### src/core/cidc_map.vh
// constants and register map for the init/status pin control block
// Summary of operation
// - after power-on or program-pin reset the block drives the init/status pin low while memory clears.
// - once the pin has been seen high, a later external low is no longer a delay request.
// - after mode sampling the pin is an open-drain active-low error flag for configuration or enabled readback CRC errors.
// - the pin reads 0 on CRC or device-id error with done low, or readback CRC error with done high and checking on; else 1.
// - with upset detection and its pin-flag control bit both enabled the block may pull the pin low on a readback CRC mismatch.
// - an internal status bit shows whether the init/status signal has been released internally.
// - a three-bit status field returns the live mode-pin values when status is read.
// - the three flash-select pins are captured into a status field when the pin goes high.
`ifndef CIDC_MAP_VH
`define CIDC_MAP_VH

`define CIDC_ADDR_W        4
`define CIDC_REG_STATUS    4'h0
`define CIDC_REG_CTRL      4'h1
`define CIDC_REG_IRQ_STAT  4'h2
`define CIDC_REG_IRQ_MASK  4'h3

// control register fields
`define CIDC_CTRL_RB_EN    0
`define CIDC_CTRL_UPSET_EN 1
`define CIDC_CTRL_UPSET_PIN 2
`define CIDC_CTRL_RST      8'h00

// status register fields
`define CIDC_ST_RELEASED   0
`define CIDC_ST_PIN        1
`define CIDC_ST_SAMPLED    2
`define CIDC_ST_ERR        3
`define CIDC_ST_MODE_LO    4
`define CIDC_ST_FS_LO      8

// interrupt events
`define CIDC_IRQ_W         4
`define CIDC_EV_RELEASE    0
`define CIDC_EV_SAMPLED    1
`define CIDC_EV_CFG_ERR    2
`define CIDC_EV_RB_ERR     3

// memory clear time
`define CIDC_CLEAR_NS      1000
`define CIDC_CLK_NS        10
`define CIDC_CLEAR_CYC     ((`CIDC_CLEAR_NS + `CIDC_CLK_NS - 1) / `CIDC_CLK_NS)
`define CIDC_CNT_W         8

`endif

### src/core/cidc_sync.v
// two-flop synchroniser vector for pin inputs
`timescale 1ns/10ps
`default_nettype none
module cidc_sync #(
	parameter W = 1
) (
	// clock and reset
	input  wire         sys_clk_i,
	input  wire         sys_rst_i,
	// data
	input  wire [W-1:0] async_i,
	output wire [W-1:0] sync_o
);
	reg [W-1:0] meta_ff;
	reg [W-1:0] sync_ff;

	// first stage feeds only the second stage
	always @(posedge sys_clk_i) begin
		if (sys_rst_i) begin
			meta_ff <= {W{1'b1}};
			sync_ff <= {W{1'b1}};
		end else begin
			meta_ff <= async_i;
			sync_ff <= meta_ff;
		end
	end

	assign sync_o = sync_ff;
endmodule // cidc_sync
`default_nettype wire

### src/core/cidc_init_ctrl.v
// init/status pin control with status registers and interrupt
//
// The strobed register port and the address map are this design's own decisions.
`timescale 1ns/10ps
`default_nettype none
`include "cidc_map.vh"
module cidc_init_ctrl (
	// clock and reset
	input  wire                   sys_clk_i,
	input  wire                   sys_rst_i,
	// program-pin reset request, low active
	input  wire                   prog_n_i,
	// open-drain init/status pin
	input  wire                   init_pin_i,
	output wire                   init_pin_o,
	output wire                   init_pin_oe_o,
	// sampled pins
	input  wire [2:0]             mode_pins_i,
	input  wire [2:0]             flash_select_pins_i,
	// configuration engine
	input  wire                   done_i,
	input  wire                   crc_err_i,
	input  wire                   device_id_code_err_i,
	input  wire                   rb_crc_err_i,
	output wire                   mode_sampled_o,
	output wire [2:0]             mode_value_o,
	// register port
	input  wire [`CIDC_ADDR_W-1:0] reg_addr_i,
	input  wire [7:0]             reg_wdata_i,
	input  wire                   reg_wr_i,
	input  wire                   reg_rd_i,
	output wire [15:0]            reg_rdata_o,
	// interrupt
	output wire                   irq_o
);
	localparam [3:0] ST_CLEAR = 4'h1;
	localparam [3:0] ST_WAIT  = 4'h2;
	localparam [3:0] ST_SAMP  = 4'h4;
	localparam [3:0] ST_RUN   = 4'h8;

	////////////////////////////////////////////////////////////////////////
	// pin synchronisers
	wire       pin_s;
	wire       prog_n_s;
	wire [2:0] mode_s;
	wire [2:0] fs_s;

	cidc_sync #(.W(8)) u_sync (
		.sys_clk_i (sys_clk_i),
		.sys_rst_i (sys_rst_i),
		.async_i   ({init_pin_i, prog_n_i, mode_pins_i, flash_select_pins_i}),
		.sync_o    ({pin_s, prog_n_s, mode_s, fs_s})
	);

	////////////////////////////////////////////////////////////////////////
	// sequencer
	reg [3:0]             state_ff;
	reg [3:0]             nxt_state;
	reg [`CIDC_CNT_W-1:0] clr_cnt_ff;
	reg [`CIDC_CNT_W-1:0] nxt_clr_cnt;
	reg [2:0]             mode_ff;
	reg [2:0]             fs_snap_ff;
	reg                   cfg_err_ff;
	reg                   rb_err_ff;
	reg [7:0]             ctrl_ff;
	reg [`CIDC_IRQ_W-1:0] irq_stat_ff;
	reg [`CIDC_IRQ_W-1:0] irq_mask_ff;
	reg [15:0]            rdata_ff;

	wire clear_done = (clr_cnt_ff == `CIDC_CLEAR_CYC - 1);
	wire released   = (state_ff != ST_CLEAR);

	always @* begin
		nxt_state   = state_ff;
		nxt_clr_cnt = clr_cnt_ff;
		case (state_ff)
			ST_CLEAR: begin
				// hold low for the whole clear time
				if (clear_done) begin
					nxt_state = ST_WAIT;
				end else begin
					nxt_clr_cnt = clr_cnt_ff + 1'b1;
				end
			end
			ST_WAIT: begin
				// pin is an input here; an external low stalls the sequence
				if (pin_s) begin
					nxt_state = ST_SAMP;
				end
			end
			ST_SAMP: begin
				nxt_state = ST_RUN;
			end
			ST_RUN: begin
				// a later external low no longer delays anything
				nxt_state = ST_RUN;
			end
			default: begin
				nxt_state = ST_CLEAR;
			end
		endcase
		if (!prog_n_s) begin
			nxt_state   = ST_CLEAR;
			nxt_clr_cnt = {`CIDC_CNT_W{1'b0}};
		end
	end

	wire rb_on    = ctrl_ff[`CIDC_CTRL_RB_EN] |
	                (ctrl_ff[`CIDC_CTRL_UPSET_EN] & ctrl_ff[`CIDC_CTRL_UPSET_PIN]);
	wire cfg_ev   = (state_ff == ST_RUN) & !done_i & (crc_err_i | device_id_code_err_i);
	wire rb_ev    = (state_ff == ST_RUN) & done_i & rb_crc_err_i & rb_on;
	wire sampling = (state_ff == ST_SAMP);

	always @(posedge sys_clk_i) begin
		if (sys_rst_i) begin
			state_ff   <= ST_CLEAR;
			clr_cnt_ff <= {`CIDC_CNT_W{1'b0}};
			mode_ff    <= 3'h0;
			fs_snap_ff <= 3'h0;
			cfg_err_ff <= 1'b0;
			rb_err_ff  <= 1'b0;
		end else begin
			state_ff   <= nxt_state;
			clr_cnt_ff <= nxt_clr_cnt;
			if (sampling) begin
				mode_ff <= mode_s;
			end
			if (state_ff == ST_WAIT && pin_s) begin
				fs_snap_ff <= fs_s;
			end
			// errors stay until the next reset/clear
			if (state_ff == ST_CLEAR) begin
				cfg_err_ff <= 1'b0;
				rb_err_ff  <= 1'b0;
			end else begin
				if (cfg_ev) begin
					cfg_err_ff <= 1'b1;
				end
				if (rb_ev) begin
					rb_err_ff <= 1'b1;
				end
			end
		end
	end

	// open drain: only ever drive low
	wire err_any = (cfg_err_ff & !done_i) | (rb_err_ff & done_i & rb_on);
	assign init_pin_o    = 1'b0;
	assign init_pin_oe_o = (state_ff == ST_CLEAR) | ((state_ff == ST_RUN) & err_any);
	assign mode_sampled_o = (state_ff == ST_RUN);
	assign mode_value_o   = mode_ff;

	////////////////////////////////////////////////////////////////////////
	// registers and interrupt
	wire [`CIDC_IRQ_W-1:0] ev;
	assign ev[`CIDC_EV_RELEASE] = (state_ff == ST_CLEAR) & (nxt_state == ST_WAIT);
	assign ev[`CIDC_EV_SAMPLED] = sampling;
	assign ev[`CIDC_EV_CFG_ERR] = cfg_ev;
	assign ev[`CIDC_EV_RB_ERR]  = rb_ev;

	wire stat_clr_wr = reg_wr_i & (reg_addr_i == `CIDC_REG_IRQ_STAT);

	genvar gi;
	generate
		for (gi = 0; gi < `CIDC_IRQ_W; gi = gi + 1) begin : g_irq
			// set wins over a clear in the same cycle
			always @(posedge sys_clk_i) begin
				if (sys_rst_i) begin
					irq_stat_ff[gi] <= 1'b0;
				end else if (ev[gi]) begin
					irq_stat_ff[gi] <= 1'b1;
				end else if (stat_clr_wr & reg_wdata_i[gi]) begin
					irq_stat_ff[gi] <= 1'b0;
				end
			end
		end
	endgenerate

	always @(posedge sys_clk_i) begin
		if (sys_rst_i) begin
			ctrl_ff     <= `CIDC_CTRL_RST;
			irq_mask_ff <= {`CIDC_IRQ_W{1'b0}};
		end else if (reg_wr_i) begin
			if (reg_addr_i == `CIDC_REG_CTRL) begin
				ctrl_ff <= reg_wdata_i;
			end
			if (reg_addr_i == `CIDC_REG_IRQ_MASK) begin
				irq_mask_ff <= reg_wdata_i[`CIDC_IRQ_W-1:0];
			end
		end
	end

	wire [15:0] status_word = {5'h00, fs_snap_ff, 1'b0, mode_s,
	                           rb_err_ff | cfg_err_ff, mode_sampled_o, pin_s, released};

	reg [15:0] rd_mux;
	always @* begin
		case (reg_addr_i)
			// mode field is the live pin value at read time
			`CIDC_REG_STATUS:   rd_mux = status_word;
			`CIDC_REG_CTRL:     rd_mux = {8'h00, ctrl_ff};
			`CIDC_REG_IRQ_STAT: rd_mux = {12'h000, irq_stat_ff};
			`CIDC_REG_IRQ_MASK: rd_mux = {12'h000, irq_mask_ff};
			default:            rd_mux = 16'h0000;
		endcase
	end

	always @(posedge sys_clk_i) begin
		if (sys_rst_i) begin
			rdata_ff <= 16'h0000;
		end else if (reg_rd_i) begin
			rdata_ff <= rd_mux;
		end else begin
			rdata_ff <= 16'h0000;
		end
	end

	assign reg_rdata_o = rdata_ff;
	assign irq_o       = |(irq_stat_ff & irq_mask_ff);
endmodule // cidc_init_ctrl
`default_nettype wire

### config.mk
export PLATFORM = sky130hd
export DESIGN_NAME = cidc_init_ctrl
export DESIGN_NICKNAME = d
export VERILOG_FILES = /design/src/core/cidc_sync.v /design/src/core/cidc_init_ctrl.v
export VERILOG_INCLUDE_DIRS = /design/src /design/src/core
export SDC_FILE = /design/constraint.sdc
export NUM_CORES = 1
export LEC_CHECK = 0
export BUFFER_PORTS_ARGS = -buffer_cell sky130_fd_sc_hd__buf_2
export CAP_MARGIN = 10
export CELL_PAD_IN_SITES_DETAIL_PLACEMENT = 1
export CELL_PAD_IN_SITES_GLOBAL_PLACEMENT = 1
export CORE_MARGIN = 3
export CORE_UTILIZATION = 41
export CTS_CLUSTER_DIAMETER = 120
export DETAILED_ROUTE_END_ITERATION = 7
export PLACE_DENSITY_LB_ADDON = 0.1
export SLEW_MARGIN = 5
export SYNTH_ARGS = -nofsm -noshare
export SYNTH_HDL_FRONTEND = slang
export SYNTH_SLANG_ARGS = --single-unit
### constraint.sdc
create_clock -name sys_clk_i -period 2.3 [get_ports sys_clk_i]
set_input_delay 0.115 -clock sys_clk_i [delete_from_list [all_inputs] [get_ports sys_clk_i]]
set_output_delay 0.115 -clock sys_clk_i [all_outputs]
set_load 0.02 [all_outputs]
======== After elaboration in Yosys (flattened, before gate mapping) ========
Index checks and enable logic that the tools add are counted.
W data, S select, Z words.
operators by class
  add/sub/neg operators ................... 1
  eq/ne operators ......................... 10
  muxes and demuxes ....................... 13
  bitwise gates (word level) .............. 25
  reductions and logical operators ........ 15
operators by type and width
  kind                   count
  $pmux W11 S4           1
  $and A1 B1 Y1          16
  $eq A4 B2 Y1 const B   4
  $mux W4                3
  $pmux W4 S3            1
  $add A8 B1 Y8 const B  1
  $eq A4 B1 Y1 const B   2
  $eq A8 B7 Y1 const B   1
  $mux W1                8
  $reduce_bool A2 Y1     4
  $reduce_or A2 Y1       4
  $reduce_and A2 Y1      3
  $or A1 B1 Y1           5
  $and A4 B4 Y4          1
  $eq A4 B3 Y1 const B   1
  $eq A4 B4 Y1 const B   1
  $logic_not A4 Y1       1
  $ne A4 B1 Y1 const B   1
  $reduce_or A4 Y1       1
  $not A1 Y1             3
  $logic_and A1 B1 Y1    1
  $logic_not A1 Y1       1
storage, ports and cells
  output and inout bits ................... 23
  word-level logic and storage cells ...... 79
  input bits .............................. 28
  bits in registers ....................... 68

======== Logic depth before layout (Yosys ltp) ========
  word-level depth ........................ 7
  gate-level depth with buffers ........... 5
  depth with buffers taken out ............ 4

======== Cells and area by module ========
A second synthesis with hierarchy kept.
unflattened totals
  cells, all modules ...................... 260
  area, all modules ....................... 2527.4 um2
by module, submodules not included
  module          times used  area each (um2)  sequential area each (um2)  cells an instance
  cidc_init_ctrl  1           2095.8           940.9                       227
  cidc_sync       1           431.7            320.3                       33

======== Worst setup path before layout ========
Ideal clock, no wire load.
  path type ............................... register -> output
  start point ............................. register state_ff[2]
  end point ............................... output port init_pin_oe_o
  required time ........................... 2.185 ns
  cell stages (with the launch flop) ...... 4
  path slack .............................. 0.397 ns
  buffers on the path ..................... 1
  arrival time ............................ 1.788 ns
  cell sequence ........................... dfxtp_1 -> buf_2 -> or4b_1 -> o311ai_0
between the ends
  longest elaborated chain between the ends .. 3
  elaborated cells between the ends (all ways) .. 4
  those cells by class .................... eq/ne (2); bitwise (2)
RTL lines
  element                 RTL line              text
  start, declared         cidc_init_ctrl.v:57   reg [3:0] state_ff;
  start signal, assigned  cidc_init_ctrl.v:123  state_ff <= nxt_state;
  $eq A4 B4 Y1            cidc_init_ctrl.v:149  assign init_pin_oe_o = (state_ff == ST_CLEAR) | ((state_ff == ST_RUN) & err_any);
  $and A1 B1 Y1           cidc_init_ctrl.v:149
  $or A1 B1 Y1 (*)        cidc_init_ctrl.v:149
  end, declared           cidc_init_ctrl.v:16   output wire init_pin_oe_o,
Every way passes the cells marked *; elsewhere a longest branch is shown, timed or not.

======== Worst setup path in the final report ========
  start point ............................. register state_ff[3]
  end point ............................... output port init_pin_oe_o
The elaborated chain is that of the path after synthesis.

==> summary.txt <==
Power and ir drop
  • P_int: approximately 0.0018 W
  • Switch share: 0.2348
  • PD cells: approximately 740 nW/µm²
  • Switching Power: between 0.0005 and 0.0006 W
  • Total power: 0.002332 W
  • Sequential Power Share: 0.481
  • Clock power share: 0.463
  • VDD IR-drop max: ~0.00044 V
  • P_leak: between 1 and 1.5 nW
  • Gate power share: 0.056

Global route
  • First-pass GRT wire length: 10.18 mm
  • Largest net degree at the start of global routing: 51
  • Overall routing resource usage: 0.1811
  • Antenna violations before repair: 0
  • GRT overflow: 0
  • Vias in the first global route: around 2100

Floorplan
  • Core box area: about 6000 µm²
  • Die Y: roughly 86 µm
  • Die Span X: roughly 86 µm
  • Io pins: around 50
  • FP Rows: 28
  • Die area: 7336 µm²
  • Initial Util: 0.4317

Detailed routing
  • WL/cell: 14.99 µm
  • Routed vias: ~2100
  • DRT Pass-1 Iters: 5
  • Final ANT Viol Nets: 0
  • Via-to-Cell Ratio: a little over 5
  • Routed Wire Length: 6.024 mm
  • DR DRC count: 0
  • DRT iter0 DRCs: 95

Critical path
  • Maximum fanout along the worst path: 9
  • Worst Path Required: around 2.2 ns
  • Crit start category: flip-flop
  • Kind of critical path: reg2out
  • Crit end category: output pin
  • Arr. time, crit path: between 1.5 and 2 ns

Yosys
  • Most frequent cell after synthesis: dfxtp_1
  • Seq/Total Area, Yosys: 0.4848
  • Synth top area cells: dfxtp_1 (48%), mux2i_1 (7.3%), nand2b_1 (6.0%), or2_2 (3.8%), a21oi_1 (2.9%)
  • Synth area leader: dfxtp_1
  • Syn Std Cell Area: 2601 µm²
  • Synth Register Bits: 63
  • Mean Syn Cell Area: about 9.7 µm²
  • Top post-synthesis cells by count: dfxtp_1 (63), nand2b_1 (25), mux2i_1 (19)
  • Post-synth EDFFs: 0
  • Netlist cell types: 48
  • Area share of the largest cell type after synthesis: 0.4848
  • FFs w/ async S/R, synth: 0
  • Post-Synthesis Cells: approximately 270
  • Synthesis Warnings: 0
  • Most used DFF post-synth: dfxtp_1

Flow run
  • Max Cap Violations: 0

Clocking
  • H-tree Lvls: 3
  • CTS root buffer: clkbuf_8
  • CTS tree: done
  • Resized Gates After CTS: 0
  • Clock-pin transition on the worst setup and hold timing paths: approximately 0.070 ns
  • CTS sink count: 63
  • CTS Buffer Depth: 2
  • Worst-Skew Late Latency: about 0.35 ns
  • Num CTS Buffers: 9

Placed design
  • Port Buffers: 44
  • DP HPWL: 4.295 mm
  • Gp weighted congestion: around 0.74
  • Placed cells: around 380

Layout
  • Antenna Cells: 0
  • Final Net Count: ~350
  • Fillers: 725
  • Ratio of cells with drive above 1 in the final layout: 0.2783
  • Final Non-Filler Cells: about 400
  • Post-Route Utilization: 0.5245
  • Area grow syn2layout: 21.50%

Timing
  • Crit path time final: between 2 and 2.5 ns
  • Final Setup Violations: 0
  • Slew @ Worst Pin: around 0.7 ns
  • Final Hold Vio Count: 0
  • Final period util: 0.9035
  • Fmax: between 400 and 500 MHz
  • Setup TNS: 0 ns
  • RSZ-0062 raised after global routing: no
  • Final Slew Violations: 0
  • Final Skew: 0.007530 ns
  • Max_slew headroom: 0.5301

Hold path
  • Worst hold path class: in2reg

Outcome
  • Status: complete, no violations
==> state kept, by name, summed over array words and instances, names as in the netlist <==
register,cells
u_sync.sync_o,8
u_sync.meta_ff,8
cfg_err_ff,1
irq_mask_ff,4
fs_snap_ff,3
ctrl_ff,8
reg_rdata_o,11
rb_err_ff,1
clr_cnt_ff,8
irq_stat_ff,4
state_ff,4
mode_value_o,3
==> power groups by stage <==
stage               logic (W)  registers, W  clock network [W]
floorplan           0.0000836       0.00114                  0
global placement     0.000119       0.00115                  0
detailed placement   0.000121       0.00115                  0
CTS                  0.000131       0.00112            0.00110
global route         0.000149       0.00112            0.00117
finish               0.000131       0.00112            0.00108
==> timing repair <==
item	CTS	global route
hold buffers	8	0
buffers inserted	0	0
hold endpoints to repair	8	0
==> placed cells by master (no fill, tap or decap), drive strengths merged, types with 2 or more instances in the layout <==
| cell | count |
|---|---|
| o31ai | 3 |
| inv | 12 |
| a222oi | 2 |
| and2 | 3 |
| nand2b | 25 |
| nand2 | 17 |
| dlygate4sd3 | 8 |
| nor3b | 2 |
| conb | 6 |
| o21ai | 7 |
| nor3 | 3 |
| a21boi | 2 |
| mux2 | 5 |
| nand4 | 6 |
| clkinv | 4 |
| clkbuf | 9 |
| nor4b | 4 |
| a22oi | 3 |
| buf | 48 |
| or4 | 3 |
| bufinv | 2 |
| a21oi | 15 |
| a41o | 2 |
| or4b | 5 |
| or2 | 16 |
| nor2 | 9 |
| and3 | 2 |
| dfxtp | 63 |
| nor4 | 3 |
| mux2i | 19 |
| nand3 | 5 |
==> stage by stage <==
step	instance area [µm²]	hold slack [ns]	worst slack, ns
CTS	3161	0.009229	0.2169
global placement	2860	0.2964	0.5685
detailed placement	2860	0.3000	0.5360
finish	3161	0.02529	0.2219
global route	3161	0.01787	0.1033
floorplan	2620	0.2188	0.3970
==> area by class of cell <==
| type | instances | area (µm²) | area share |
|---|---|---|---|
| Multi-Input combinational cell | 181 | 1214 | 0.3840 |
| Clock buffer | 9 | 123.9 | 0.03919 |
| Tap cell | 75 | 93.84 | 0.02969 |
| Inverter | 11 | 41.29 | 0.01306 |
| Timing Repair Buffer | 56 | 330.3 | 0.1045 |
| Sequential cell | 63 | 1261 | 0.3991 |
| Clock inverter | 7 | 96.34 | 0.03048 |
==> kinds of logic (layout without fill, tap and decap cells) <==
| group | Yosys count | after routing | synth area share |
|---|---|---|---|
| buf+inv | 30 | 83 | 0.05579 |
| other cells | 1 | 6 | 0.001442 |
| mux | 24 | 24 | 0.09475 |
| flops | 63 | 63 | 0.4848 |
| compound gates | 42 | 42 | 0.1068 |
| fa+ha+maj | 1 | 1 | 0.004809 |
| xor+xnor | 1 | 1 | 0.003368 |
| simple gates | 107 | 107 | 0.2482 |
==> critical path, cell delays in order (launching register included) <==
cell and delay [ns]:
dfxtp_1 0.49, or4b_1 0.55, inv_1 0.16, nand4_1 0.10
o311ai_0 0.10, buf_2 0.23
==> per-layer routing <==
layer,routed length (µm),track usage,vias to the layer above
li1,-,-,1045
met1,2812,0.2262,983
met2,2807,0.2874,41
met3,300,0.05764,9
met4,104,0.07770,0
met5,0,0,-
==> path summary, 6_finish.rpt <==
kind                           startpoint  slack (ns)                           to  cells past startpoint
min                        reg_wdata_i[5]        0.03      ctrl_ff[5]$_SDFFE_PP0P_                      3
max                state_ff[3]$_SDFF_PP0_        0.22                init_pin_oe_o                      5
max reg2reg        state_ff[1]$_SDFF_PP0_        0.52   clr_cnt_ff[5]$_SDFFE_PP0P_                      3
min reg2reg  u_sync.meta_ff[3]$_SDFF_PP1_        0.41  u_sync.sync_o[3]$_SDFF_PP1_                      1
(Power assumes the default switching activity.)
